==> config.mk <==
export PLATFORM = sky130hd
export DESIGN_NAME = dbsd_dma
export DESIGN_NICKNAME = d
export VERILOG_FILES = /design/src/design/dbsd_pkg.sv /design/src/design/dbsd_dma.sv
export VERILOG_INCLUDE_DIRS = /design/src /design/src/design
export SDC_FILE = /design/constraint.sdc
export NUM_CORES = 1
export LEC_CHECK = 0
export ABC_AREA = 1
export BUFFER_PORTS_ARGS = -buffer_cell sky130_fd_sc_hd__buf_2
export CORE_AREA = 2 2 229 231
export CTS_BUF_LIST = sky130_fd_sc_hd__clkbuf_8
export DETAILED_ROUTE_END_ITERATION = 8
export DIE_AREA = 0 0 231 233
export PLACE_DENSITY = 0.71
export SYNTH_ARGS = -nofsm -noshare
export SYNTH_HDL_FRONTEND = slang
export SYNTH_SLANG_ARGS = --single-unit
export TNS_END_PERCENT = 1
==> constraint.sdc <==
create_clock -name clk -period 3.8 [get_ports clk]
set_clock_uncertainty 0.15 [all_clocks]
set_input_delay 0.57 -clock clk [delete_from_list [all_inputs] [get_ports clk]]
set_output_delay 0.57 -clock clk [all_outputs]
set_load 0.1 [all_outputs]
==> src/design/dbsd_defines.svh <==
// Register offsets, field positions and bus answers of the serial DMA block.
`ifndef DBSD_DEFINES_SVH
`define DBSD_DEFINES_SVH
`define DB_OFS_CTRL 8'h00
`define DB_OFS_IRQEN 8'h04
`define DB_OFS_DMAST 8'h08
`define DB_OFS_TXISR 8'h0C
`define DB_OFS_RXISR 8'h10
`define DB_OFS_TXCMD 8'h14
`define DB_OFS_TXEOI 8'h18
`define DB_OFS_TXCUR 8'h1C
`define DB_OFS_TXD 8'h20
`define DB_OFS_RXD 8'h38
`define DB_DESC_STRIDE 8'h0C
`define DB_F_ADDR 8'h00
`define DB_F_CNT 8'h04
`define DB_F_STAT 8'h08
`define DB_ST_OWN 0
`define DB_ST_ENDBUF 1
`define DB_ST_ENDFRM 2
`define DB_ST_BUFIRQ 3
`define DB_ST_STARTBUF 3
`define DB_ST_APPEND 4
`define DB_ST_BUSERR 5
`define DB_DS_NEXTRX 0
`define DB_DS_RXBUSY 1
`define DB_DS_NEXTTX 2
`define DB_DS_TXBUSY 3
`define DB_IS_ENDBUF 0
`define DB_IS_ENDFRM 1
`define DB_IS_EMPTY 2
`define DB_IS_OVERRUN 2
`define DB_IS_BUSERR 3
`define DB_IE_TXDATA 0
`define DB_IE_TXEMPTY 1
`define DB_IE_RX 2
`define DB_CT_DMA 0
`define DB_CT_CHAN 1
`define DB_CT_SYNC 2
`define DB_CMD_TERMAPP 0
`define DB_CMD_ABORT 1
`define DB_EOI_TERM 0
`define DB_RESP_OK 2'h0
`define DB_RESP_ERR 2'h2
`endif

==> src/design/dbsd_pkg.sv <==
// State types of the serial DMA block.
package dbsd_pkg;
  typedef enum logic [1:0] {TX_IDLE, TX_READ, TX_PUSH, TX_ERR} dbsd_tx_e;
  typedef enum logic [2:0] {RX_IDLE, RX_RUN, RX_WRITE, RX_NEXT, RX_DROP} dbsd_rx_e;
endpackage

==> src/design/dbsd_dma.sv <==
// Dual-buffer serial DMA engine with an AXI4-Lite register slave.
`timescale 1ns/1ps
`include "dbsd_defines.svh"
////////////////////////////////////////////////////////////////////////////////
module dbsd_dma (
  input wire logic clk,
  input wire logic rst_b,
  input wire logic ce,
  input wire logic [7:0] awaddr,
  input wire logic awvalid,
  output logic awready,
  input wire logic [31:0] wdata,
  input wire logic [3:0] wstrb,
  input wire logic wvalid,
  output logic wready,
  output logic [1:0] bresp,
  output logic bvalid,
  input wire logic bready,
  input wire logic [7:0] araddr,
  input wire logic arvalid,
  output logic arready,
  output logic [31:0] rdata,
  output logic [1:0] rresp,
  output logic rvalid,
  input wire logic rready,
  output logic txMemReq,
  output logic [31:0] txMemAddr,
  input wire logic txMemAck,
  input wire logic txMemErr,
  input wire logic [7:0] txMemRdata,
  output logic [7:0] txFifoData,
  output logic txFifoValid,
  output logic txFifoEnd,
  input wire logic txFifoReady,
  output logic txAbort,
  input wire logic [7:0] rxFifoData,
  input wire logic rxFifoValid,
  input wire logic rxFifoLast,
  input wire logic rxFifoFull,
  output logic rxFifoReady,
  output logic rxMemReq,
  output logic [31:0] rxMemAddr,
  output logic [7:0] rxMemWdata,
  input wire logic rxMemAck,
  output logic txDataIrq,
  output logic txEmptyIrq,
  output logic rxIrq
);
  logic [31:0] txAddr_r [2];
  logic [15:0] txCnt_r [2];
  logic [7:0] txSt_r [2];
  logic [15:0] txPos_r [2];
  logic [31:0] rxAddr_r [2];
  logic [15:0] rxCnt_r [2];
  logic [7:0] rxSt_r [2];
  logic [15:0] rxPos_r;
  logic [2:0] ctrl_r;
  logic [2:0] ier_r;
  logic [3:0] txIsr_r;
  logic [2:0] rxIsr_r;
  logic nextTx_r;
  logic nextRx_r;
  logic rxCur_r;
  logic rxBusy_r;
  logic rxLast_r;
  logic termApp_r;
  logic txEnd_r;
  logic txAbort_r;
  logic [7:0] txByte_r;
  logic [7:0] rxByte_r;
  logic [31:0] txCur_r;
  logic [31:0] rxMemAddr_r;
  logic bvalid_r;
  logic [1:0] bresp_r;
  logic rvalid_r;
  logic [1:0] rresp_r;
  logic [31:0] rdata_r;
  dbsd_pkg::dbsd_tx_e txState_r;
  dbsd_pkg::dbsd_rx_e rxState_r;
  logic [3:0] txIsrSet;
  logic [2:0] rxIsrSet;

  ////////////////////////////////////////////////////////////////////////////////
  // Helpers for byte lanes and register decoding.
  function automatic logic [31:0] mergeBytes(
    input logic [31:0] old,
    input logic [31:0] nu,
    input logic [3:0] strb
  );
    logic [31:0] res;
    res = old;
    for (int i = 0; i < 4; i++) begin
      if (strb[i]) begin
        res[i*8 +: 8] = nu[i*8 +: 8];
      end
    end
    return res;
  endfunction

  function automatic logic [7:0] descOfs(
    input logic [7:0] base,
    input logic b,
    input logic [7:0] fld
  );
    return base + (b ? `DB_DESC_STRIDE : 8'h00) + fld;
  endfunction

  function automatic logic [32:0] regValue(input logic [7:0] ofs);
    logic [32:0] v;
    logic [7:0] a;
    a = {ofs[7:2], 2'h0};
    v = 33'h0;
    case (a)
      `DB_OFS_CTRL: v = {1'b1, 29'h0, ctrl_r};
      `DB_OFS_IRQEN: v = {1'b1, 29'h0, ier_r};
      `DB_OFS_DMAST: v = {1'b1, 28'h0, txState_r != dbsd_pkg::TX_IDLE, nextTx_r,
          rxBusy_r, nextRx_r};
      `DB_OFS_TXISR: v = {1'b1, 28'h0, txIsr_r};
      `DB_OFS_RXISR: v = {1'b1, 29'h0, rxIsr_r};
      `DB_OFS_TXCMD: v = {1'b1, 32'h0};
      `DB_OFS_TXEOI: v = {1'b1, 32'h0};
      `DB_OFS_TXCUR: v = {1'b1, txCur_r};
      default: v = 33'h0;
    endcase
    for (int b = 0; b < 2; b++) begin
      if (a == descOfs(`DB_OFS_TXD, 1'(b), `DB_F_ADDR)) v = {1'b1, txAddr_r[b]};
      if (a == descOfs(`DB_OFS_TXD, 1'(b), `DB_F_CNT)) v = {17'h1_0000, txCnt_r[b]};
      if (a == descOfs(`DB_OFS_TXD, 1'(b), `DB_F_STAT)) v = {25'h100_0000, txSt_r[b]};
      if (a == descOfs(`DB_OFS_RXD, 1'(b), `DB_F_ADDR)) v = {1'b1, rxAddr_r[b]};
      if (a == descOfs(`DB_OFS_RXD, 1'(b), `DB_F_CNT)) v = {17'h1_0000, rxCnt_r[b]};
      if (a == descOfs(`DB_OFS_RXD, 1'(b), `DB_F_STAT)) v = {25'h100_0000, rxSt_r[b]};
    end
    return v;
  endfunction

  wire wrEn = ce && awvalid && wvalid && !bvalid_r;
  wire [7:0] wOfs = {awaddr[7:2], 2'h0};
  logic [32:0] wCur;
  logic [31:0] wVal;
  logic [32:0] rCur;

  always_comb begin
    wCur = regValue(wOfs);
    wVal = mergeBytes(wCur[31:0], wdata, wstrb);
    rCur = regValue(araddr);
  end

  function automatic logic wHit(input logic [7:0] ofs);
    return wrEn && (wOfs == ofs);
  endfunction

  ////////////////////////////////////////////////////////////////////////////////
  // AXI4-Lite slave handshake.
  assign awready = wrEn;
  assign wready = wrEn;
  assign arready = ce && !rvalid_r;
  assign bvalid = bvalid_r;
  assign bresp = bresp_r;
  assign rvalid = rvalid_r;
  assign rresp = rresp_r;
  assign rdata = rdata_r;

  always_ff @(posedge clk) begin
    if (!rst_b) begin
      bvalid_r <= 1'b0;
      bresp_r <= `DB_RESP_OK;
    end else if (ce) begin
      if (wrEn) begin
        bvalid_r <= 1'b1;
        bresp_r <= wCur[32] ? `DB_RESP_OK : `DB_RESP_ERR;
      end else if (bready) begin
        bvalid_r <= 1'b0;
      end
    end
  end

  always_ff @(posedge clk) begin
    if (!rst_b) begin
      rvalid_r <= 1'b0;
      rresp_r <= `DB_RESP_OK;
      rdata_r <= 32'h0;
    end else if (ce) begin
      if (arvalid && arready) begin
        rvalid_r <= 1'b1;
        rresp_r <= rCur[32] ? `DB_RESP_OK : `DB_RESP_ERR;
        rdata_r <= rCur[31:0];
      end else if (rready) begin
        rvalid_r <= 1'b0;
      end
    end
  end

  ////////////////////////////////////////////////////////////////////////////////
  // Transmit decisions.
  wire dmaOn = ctrl_r[`DB_CT_DMA] && ctrl_r[`DB_CT_CHAN];
  wire txOwn = txSt_r[nextTx_r][`DB_ST_OWN];
  wire txApp = !nextTx_r && txSt_r[0][`DB_ST_APPEND];
  wire txHave = txPos_r[nextTx_r] != txCnt_r[nextTx_r];
  wire txIdle = (txState_r == dbsd_pkg::TX_IDLE) && dmaOn;
  wire txStart = txIdle && txOwn && txHave;
  wire txDry = txIdle && txOwn && !txHave;
  wire txAppEnd = txDry && txApp && termApp_r;
  wire txToB = txDry && txApp && !termApp_r && txSt_r[1][`DB_ST_OWN];
  wire txZero = txDry && !txApp;
  wire txEmpty = txIdle && !txStart && !txToB && !txAppEnd && !txZero;
  wire txLastB = !txApp && (txPos_r[nextTx_r] + 16'h0001 == txCnt_r[nextTx_r]);
  wire txPushed = txFifoValid && txFifoReady;
  wire eoiWr = wHit(`DB_OFS_TXEOI);
  wire txInErr = txState_r == dbsd_pkg::TX_ERR;
  wire txTerm = txInErr && eoiWr && wdata[`DB_EOI_TERM];
  wire txRetry = txInErr && eoiWr && !wdata[`DB_EOI_TERM] && txOwn;
  wire txErr = (txState_r == dbsd_pkg::TX_READ) && txMemErr;
  wire txDone = (txPushed && txLastB) || txAppEnd || txZero;

  assign txMemReq = ce && (txState_r == dbsd_pkg::TX_READ);
  assign txMemAddr = txCur_r;
  assign txFifoValid = ce && (txState_r == dbsd_pkg::TX_PUSH);
  assign txFifoData = txByte_r;
  assign txFifoEnd = txEnd_r;
  assign txAbort = txAbort_r;

  always_comb begin
    txIsrSet = 4'h0;
    txIsrSet[`DB_IS_ENDBUF] = txDone && txSt_r[nextTx_r][`DB_ST_BUFIRQ];
    txIsrSet[`DB_IS_ENDFRM] = txIsrSet[`DB_IS_ENDBUF] && txSt_r[nextTx_r][`DB_ST_ENDFRM];
    txIsrSet[`DB_IS_EMPTY] = txEmpty;
    txIsrSet[`DB_IS_BUSERR] = txErr;
  end

  ////////////////////////////////////////////////////////////////////////////////
  // Transmit descriptors.
  always_ff @(posedge clk) begin
    if (!rst_b) begin
      for (int b = 0; b < 2; b++) begin
        txAddr_r[b] <= 32'h0;
        txCnt_r[b] <= 16'h0;
        txSt_r[b] <= 8'h0;
        txPos_r[b] <= 16'h0;
      end
    end else if (ce) begin
      for (int b = 0; b < 2; b++) begin
        if (!txSt_r[b][`DB_ST_OWN]) begin
          if (wHit(descOfs(`DB_OFS_TXD, 1'(b), `DB_F_ADDR))) begin
            txAddr_r[b] <= wVal;
          end
          if (wHit(descOfs(`DB_OFS_TXD, 1'(b), `DB_F_STAT))) begin
            txSt_r[b] <= wVal[7:0];
          end
        end
        if ((!txSt_r[b][`DB_ST_OWN] || (b == 0 && txSt_r[0][`DB_ST_APPEND]))
            && wHit(descOfs(`DB_OFS_TXD, 1'(b), `DB_F_CNT))) begin
          txCnt_r[b] <= wVal[15:0];
        end
        if (nextTx_r == 1'(b)) begin
          if (txPushed) begin
            txPos_r[b] <= txPos_r[b] + 16'h0001;
          end
          if (txErr) begin
            txSt_r[b][`DB_ST_OWN] <= 1'b0;
            txSt_r[b][`DB_ST_BUSERR] <= 1'b1;
          end
          if (txTerm) begin
            txPos_r[b] <= 16'h0;
          end
          if (txDone) begin
            txPos_r[b] <= 16'h0;
            txSt_r[b][`DB_ST_OWN] <= 1'b0;
            txSt_r[b][`DB_ST_ENDBUF] <= 1'b1;
            txSt_r[b][`DB_ST_APPEND] <= 1'b0;
          end
        end
      end
    end
  end

  ////////////////////////////////////////////////////////////////////////////////
  // Transmit engine.
  always_ff @(posedge clk) begin
    if (!rst_b) begin
      txState_r <= dbsd_pkg::TX_IDLE;
      nextTx_r <= 1'b0;
      txByte_r <= 8'h0;
      txCur_r <= 32'h0;
      txEnd_r <= 1'b0;
    end else if (ce) begin
      if (txDone || txTerm || txToB) begin
        nextTx_r <= !nextTx_r;
      end
      case (txState_r)
        dbsd_pkg::TX_IDLE: begin
          if (txStart) begin
            txCur_r <= txAddr_r[nextTx_r] + {16'h0, txPos_r[nextTx_r]};
            txState_r <= dbsd_pkg::TX_READ;
          end
        end
        dbsd_pkg::TX_READ: begin
          if (txMemErr) begin
            txState_r <= dbsd_pkg::TX_ERR;
          end else if (txMemAck) begin
            txByte_r <= txMemRdata;
            txEnd_r <= txLastB && txSt_r[nextTx_r][`DB_ST_ENDFRM] && ctrl_r[`DB_CT_SYNC];
            txState_r <= dbsd_pkg::TX_PUSH;
          end
        end
        dbsd_pkg::TX_PUSH: begin
          if (txFifoReady) begin
            txState_r <= dbsd_pkg::TX_IDLE;
          end
        end
        dbsd_pkg::TX_ERR: begin
          if (txTerm) begin
            txState_r <= dbsd_pkg::TX_IDLE;
          end else if (txRetry) begin
            txState_r <= dbsd_pkg::TX_READ;
          end
        end
        default: txState_r <= dbsd_pkg::TX_IDLE;
      endcase
    end
  end

  ////////////////////////////////////////////////////////////////////////////////
  // Control, commands and status.
  always_ff @(posedge clk) begin
    if (!rst_b) begin
      ctrl_r <= 3'h0;
      ier_r <= 3'h0;
      termApp_r <= 1'b0;
      txAbort_r <= 1'b0;
      txIsr_r <= 4'h0;
      rxIsr_r <= 3'h0;
    end else if (ce) begin
      if (wHit(`DB_OFS_CTRL)) begin
        ctrl_r <= wVal[2:0];
      end
      if (wHit(`DB_OFS_IRQEN)) begin
        ier_r <= wVal[2:0];
      end
      if (wHit(`DB_OFS_TXCMD) && wVal[`DB_CMD_TERMAPP]) begin
        termApp_r <= 1'b1;
      end else if (txAppEnd) begin
        termApp_r <= 1'b0;
      end
      txAbort_r <= wHit(`DB_OFS_TXCMD) && wVal[`DB_CMD_ABORT];
      txIsr_r <= (eoiWr ? 4'h0 : txIsr_r) | txIsrSet;
      rxIsr_r <= (rxIsr_r & ~((wHit(`DB_OFS_RXISR) && wstrb[0]) ? wdata[2:0] : 3'h0))
          | rxIsrSet;
    end
  end

  assign txDataIrq = ier_r[`DB_IE_TXDATA]
      && (txIsr_r[`DB_IS_ENDBUF] || txIsr_r[`DB_IS_BUSERR]);
  assign txEmptyIrq = ier_r[`DB_IE_TXEMPTY] && txIsr_r[`DB_IS_EMPTY];
  assign rxIrq = ier_r[`DB_IE_RX] && (rxIsr_r != 3'h0);

  ////////////////////////////////////////////////////////////////////////////////
  // Receive decisions.
  wire rxNextOwn = rxSt_r[nextRx_r][`DB_ST_OWN];
  wire rxWait = ((rxState_r == dbsd_pkg::RX_IDLE) && rxFifoValid)
      || (rxState_r == dbsd_pkg::RX_NEXT);
  wire rxBegin = dmaOn && rxWait && rxNextOwn;
  wire rxOvr = dmaOn && rxWait && !rxNextOwn && rxFifoFull;
  wire rxAck = (rxState_r == dbsd_pkg::RX_WRITE) && rxMemAck;
  wire rxEnd = rxAck && rxLast_r;
  wire rxFill = rxAck && !rxLast_r && (rxPos_r + 16'h0001 == rxCnt_r[rxCur_r]);

  assign rxFifoReady = ce && ((rxState_r == dbsd_pkg::RX_RUN)
      || (rxState_r == dbsd_pkg::RX_DROP));
  assign rxMemReq = ce && (rxState_r == dbsd_pkg::RX_WRITE);
  assign rxMemAddr = rxMemAddr_r;
  assign rxMemWdata = rxByte_r;

  always_comb begin
    rxIsrSet = 3'h0;
    rxIsrSet[`DB_IS_ENDBUF] = rxFill || rxEnd;
    rxIsrSet[`DB_IS_ENDFRM] = rxEnd;
    rxIsrSet[`DB_IS_OVERRUN] = rxOvr;
  end

  ////////////////////////////////////////////////////////////////////////////////
  // Receive descriptors.
  always_ff @(posedge clk) begin
    if (!rst_b) begin
      for (int b = 0; b < 2; b++) begin
        rxAddr_r[b] <= 32'h0;
        rxCnt_r[b] <= 16'h0;
        rxSt_r[b] <= 8'h0;
      end
    end else if (ce) begin
      for (int b = 0; b < 2; b++) begin
        if (!rxSt_r[b][`DB_ST_OWN]) begin
          if (wHit(descOfs(`DB_OFS_RXD, 1'(b), `DB_F_ADDR))) begin
            rxAddr_r[b] <= wVal;
          end
          if (wHit(descOfs(`DB_OFS_RXD, 1'(b), `DB_F_CNT))) begin
            rxCnt_r[b] <= wVal[15:0];
          end
          if (wHit(descOfs(`DB_OFS_RXD, 1'(b), `DB_F_STAT))) begin
            rxSt_r[b] <= wVal[7:0];
          end
        end
        if (rxFill && rxCur_r == 1'(b)) begin
          rxSt_r[b][`DB_ST_OWN] <= 1'b0;
          rxSt_r[b][`DB_ST_ENDBUF] <= 1'b1;
          rxSt_r[b][`DB_ST_STARTBUF] <= 1'b1;
          rxSt_r[b][`DB_ST_ENDFRM] <= 1'b0;
        end
        if (rxEnd && rxCur_r == 1'(b)) begin
          rxCnt_r[b] <= rxPos_r + 16'h0001;
          rxSt_r[b][`DB_ST_OWN] <= 1'b0;
          rxSt_r[b][`DB_ST_ENDBUF] <= 1'b1;
          rxSt_r[b][`DB_ST_ENDFRM] <= 1'b1;
        end
      end
    end
  end

  ////////////////////////////////////////////////////////////////////////////////
  // Receive engine.
  always_ff @(posedge clk) begin
    if (!rst_b) begin
      rxState_r <= dbsd_pkg::RX_IDLE;
      nextRx_r <= 1'b0;
      rxCur_r <= 1'b0;
      rxBusy_r <= 1'b0;
      rxPos_r <= 16'h0;
      rxByte_r <= 8'h0;
      rxLast_r <= 1'b0;
      rxMemAddr_r <= 32'h0;
    end else if (ce) begin
      case (rxState_r)
        dbsd_pkg::RX_IDLE, dbsd_pkg::RX_NEXT: begin
          if (rxBegin) begin
            rxCur_r <= nextRx_r;
            nextRx_r <= !nextRx_r;
            rxPos_r <= 16'h0;
            rxBusy_r <= 1'b1;
            rxState_r <= dbsd_pkg::RX_RUN;
          end else if (rxOvr) begin
            rxBusy_r <= 1'b1;
            rxState_r <= dbsd_pkg::RX_DROP;
          end
        end
        dbsd_pkg::RX_RUN: begin
          if (rxFifoValid) begin
            rxByte_r <= rxFifoData;
            rxLast_r <= rxFifoLast;
            rxMemAddr_r <= rxAddr_r[rxCur_r] + {16'h0, rxPos_r};
            rxState_r <= dbsd_pkg::RX_WRITE;
          end
        end
        dbsd_pkg::RX_WRITE: begin
          if (rxMemAck) begin
            rxPos_r <= rxPos_r + 16'h0001;
            if (rxEnd) begin
              rxBusy_r <= 1'b0;
              rxState_r <= dbsd_pkg::RX_IDLE;
            end else if (rxFill) begin
              rxState_r <= dbsd_pkg::RX_NEXT;
            end else begin
              rxState_r <= dbsd_pkg::RX_RUN;
            end
          end
        end
        dbsd_pkg::RX_DROP: begin
          if (rxFifoValid && rxFifoLast) begin
            rxBusy_r <= 1'b0;
            rxState_r <= dbsd_pkg::RX_IDLE;
          end
        end
        default: rxState_r <= dbsd_pkg::RX_IDLE;
      endcase
    end
  end
endmodule

==> results.json <==
{
  "worst-r2r-cell-count": 14,
  "wire_per_inst_um": 19.4,
  "crit_type": "register to register",
  "hold_path_end": "rxIsr_r[2]$_SDFFE_PN0P_",
  "ys_ff_latch": 417,
  "coreArea_sq_um": 51100,
  "post-route-cell-area_sq_um": 29200,
  "drc": 0,
  "powerDensity_nw_per_um2": 347,
  "crit_path_max_fanout": 29,
  "start_util_pct": 49.9,
  "grt_util_met2_pct": 47.8,
  "ys_types": 53,
  "diodes": 0,
  "reg2reg_slack_ps": 300,
  "synthArstFlopShare_pct": 0,
  "fin_crit_ps": 3500,
  "yosysWarningCount": 0,
  "grt_pass1_vias": 22900,
  "die_h_um": 233,
  "setup_slack_ps": 301,
  "vdd_drop_max_mv": 0.233,
  "r2r_end": "txPos_r[0][11]$_SDFFCE_PP0P_",
  "cp_data_required_time_ps": 4000,
  "wl_mm": 88.6,
  "fmax_mhz": 286,
  "cp.arrival_ps": 3700,
  "drive_above_1_share_pct": 11.9,
  "syn_avg_cell_area_sq_um": 7.15,
  "gr-usage-met3_pct": 7.73,
  "drt_iter0_markers": 3183,
  "drt_first_pass_iters": 6,
  "cp_slowest_stage_delay_ps": 420,
  "htreeDepth": 3,
  "slowest_stage": "dfxtp_4",
  "grt_pass1_wl_mm": 133,
  "vias": 25400,
  "cts.reportedPaths.clkPinSlew_ps": 60,
  "hp-start": "wdata[2]",
  "grtUsageTotal_pct": 32.5,
  "synth_area_leader_cell": "edfxtp_1",
  "slew_violations": 0,
  "antenna_found_initial": 1,
  "hold_class": "input port to register",
  "maxCapViolations": 0,
  "start_kind": "register",
  "grt_max_degree": 104,
  "hold_viol_final": 0,
  "synthToLayoutAreaGrowth_pct": 14.5,
  "synth_top_cells_by_area": "edfxtp_1 27%, dfxtp_1 14%, nand2_1 13%, o21ai_0 8.4%, inv_1 6.7%",
  "cts_root_buf": "clkbuf_8",
  "grt_overflow": 0,
  "numCtsBuffers": 76,
  "p_leak_nw": 12.9,
  "hpwlAfterDp_mm": 68.0,
  "hold_depth": 4,
  "ant_nets": 0,
  "cts_buffer_depth": 3,
  "worst_pin_slew_ps": 962,
  "place_ws_ps": 313,
  "fillerInstances": 4998,
  "cp-end-kind": "register",
  "rows": 83,
  "ios": 213,
  "status": "complete, no violations",
  "die_area_sq_um": 53800,
  "dieWidth_um": 231,
  "cts.sinks": 417,
  "top_usage_layer": "met2",
  "post-cts-setup-buffer-count": 0,
  "nets": 3935,
  "slew-limit-headroom_pct": 35.8,
  "portBuffers": 206,
  "globalplace.congestion": 1.02,
  "rsz0062_at_grt": "yes",
  "ys_seq_area_share_pct": 41.9,
  "yosysTopAreaCellShare_pct": 27.4,
  "vias_per_cell": 5.58,
  "dpl_cell_area_sq_um": 27500,
  "clk_latency_ps": 700,
  "synth_edf_count": 233,
  "finalSetupViolCount": 0,
  "cts_tree": "built",
  "synth_area_sq_um": 25500,
  "grt_use_met1_pct": 46.2,
  "worstPathCellList": "buf_4, o21ai_1, ha_1, inv_1, nor2_2, nand3_1, nor2_1, o21ai_0, nor2_2, nand4_2, nand3_1, nand2_1, o211ai_1, buf_4",
  "period_share_pct": 92.1,
  "synthFlopType": "edfxtp_1",
  "synthCells": 3566
}
-- how the worst max path moves through the flow --
stage | cells after the start | slack [ps] | startpoint | end
floorplan | 23 | -100 | register | txMemAddr[28]$_SDFFE_PN0P_
global placement | 16 | 310 | register | txMemAddr[28]$_SDFFE_PN0P_
CTS | 16 | 280 | register | txMemAddr[28]$_SDFFE_PN0P_
finish | 14 | 300 | register | txPos_r[0][11]$_SDFFCE_PP0P_
global route | 12 | -10 | register | txMemAddr[30]$_SDFFE_PN0P_
detailed placement | 16 | 310 | register | txMemAddr[28]$_SDFFE_PN0P_
-- metal layers --
metal	routed length, um	vias up	part of all wire, %
li1	-	12400	-
met1	37600	11500	42
met2	37400	1341	42
met3	10300	195	12
met4	3320	2	3.7
met5	11	-	0.012
-- cells by family (layout without fill, tap and decap cells) --
| kind of cell | count (synthesis) | in the layout | synth area share, % |
|---|---|---|---|
| other cells | 1 | 2 | 0.0147 |
| compound gates | 873 | 873 | 19.0 |
| mux | 15 | 15 | 0.589 |
| fa+ha+maj | 38 | 38 | 1.92 |
| flops | 417 | 417 | 41.9 |
| buf+inv | 610 | 921 | 9.29 |
| xor+xnor | 78 | 78 | 2.68 |
| simple gates | 1534 | 1534 | 24.6 |
-- final cells by class --
| cell class | instances | area (sq um) | share of cell area, % |
|---|---|---|---|
| repair buffers | 313 | 1930 | 6.61 |
| well taps | 680 | 851 | 2.91 |
| flip-flops and latches | 417 | 10700 | 36.6 |
| clock inverters | 58 | 348 | 1.19 |
| inverters | 466 | 1750 | 6.00 |
| multi-input cells | 2540 | 12500 | 42.7 |
| clock buffers | 84 | 1160 | 3.96 |
-- synth_stat cells, types with 6 or more instances --
master / n
nand2_1: 858
inv_1: 454
o21ai_0: 426
nor2_1: 390
a21oi_1: 254
edfxtp_1: 233
dfxtp_1: 184
nand3_1: 149
clkbuf_1: 110
o211ai_1: 68
xor2_1: 51
nor3_1: 42
ha_1: 36
nand4_1: 36
xnor2_1: 27
a211oi_1: 23
o21ai_1: 20
o21bai_1: 19
nor2_2: 17
mux2i_1: 15
buf_2: 14
a221oi_1: 12
or2_2: 10
buf_1: 8
buf_4: 8
inv_2: 8
o22ai_1: 8
nor4_1: 7
o2111ai_1: 7
nand2_2: 6
nand3b_1: 6
-- cells in the final DEF, fill, tap and decap left out, types with 10 or more instances in the layout --
cell type | synthesis | layout
nand2_1 | 858 | 857
inv_1 | 454 | 475
o21ai_0 | 426 | 423
nor2_1 | 390 | 386
a21oi_1 | 254 | 254
edfxtp_1 | 233 | 233
buf_2 | 14 | 206
dfxtp_1 | 184 | 182
nand3_1 | 149 | 149
clkbuf_8 | 0 | 84
buf_4 | 8 | 82
o211ai_1 | 68 | 68
xor2_1 | 51 | 51
nor3_1 | 42 | 41
nand4_1 | 36 | 36
ha_1 | 36 | 36
xnor2_1 | 27 | 27
a211oi_1 | 23 | 23
o21ai_1 | 20 | 22
nor2_2 | 17 | 21
dlygate4sd3_1 | 0 | 20
clkinv_1 | 4 | 19
o21bai_1 | 19 | 19
mux2i_1 | 15 | 15
clkinv_2 | 0 | 13
a221oi_1 | 12 | 12
or2_2 | 10 | 10
-- sequential cells by signal, indices dropped and copies added, names as in the netlist, 2 cells and up, named ones only --
| signal | flops |
|---|---|
| txAddr_r | 64 |
| ier_r | 3 |
| txPos_r | 32 |
| rdata | 32 |
| rxCnt_r | 32 |
| rxIsr_r | 3 |
| rxAddr_r | 64 |
| txCnt_r | 32 |
| rxSt_r | 16 |
| ctrl_r | 3 |
| txState_r | 2 |
| rxState_r | 3 |
| rxMemAddr | 32 |
| txIsr_r | 4 |
| txSt_r | 16 |
| rxPos_r | 16 |
| txFifoData | 8 |
| txMemAddr | 32 |
| rxMemWdata | 8 |
-- repair_timing --
| item | in CTS | in global routing |
|---|---|---|
| resized for setup | 0 | 7 |
| endpoints found under the hold margin | 20 | 0 |
| setup endpoints to repair | 0 | 49 |
| hold buffers | 20 | 0 |
-- report_power, final --
part	internal, mW	switching [mW]
sequential	4.85	0.0814
combinational	0.244	0.639
clock	2.26	2.05
total	7.36	2.77
-- per-stage QoR --
stage	utilization, %	hold WS [ps]	total power, mW	instances	setup TNS, ps
2_1_floorplan	-	290	5.53	3567	-415
3_3_place_gp	53.8	300	5.85	4396	0
3_5_place_dp	53.8	303	5.86	4396	0
4_1_cts	57.1	75.6	10.1	4558	0
5_1_grt	57.1	125	10.4	4558	-10.7
6_report	57.1	106	10.1	4558	0
-- critical path: cells and delay by family, from the launching register on --
family | cells | cell delay (ps)
adder cells (fa/ha/maj) | 1 | 220
flip-flops | 1 | 420
AO/OA/AOI/OAI | 3 | 620
buffers and inverters | 3 | 590
AND/OR/NAND/NOR | 7 | 1160
Note: power is estimated with default switching activity, not from simulation.
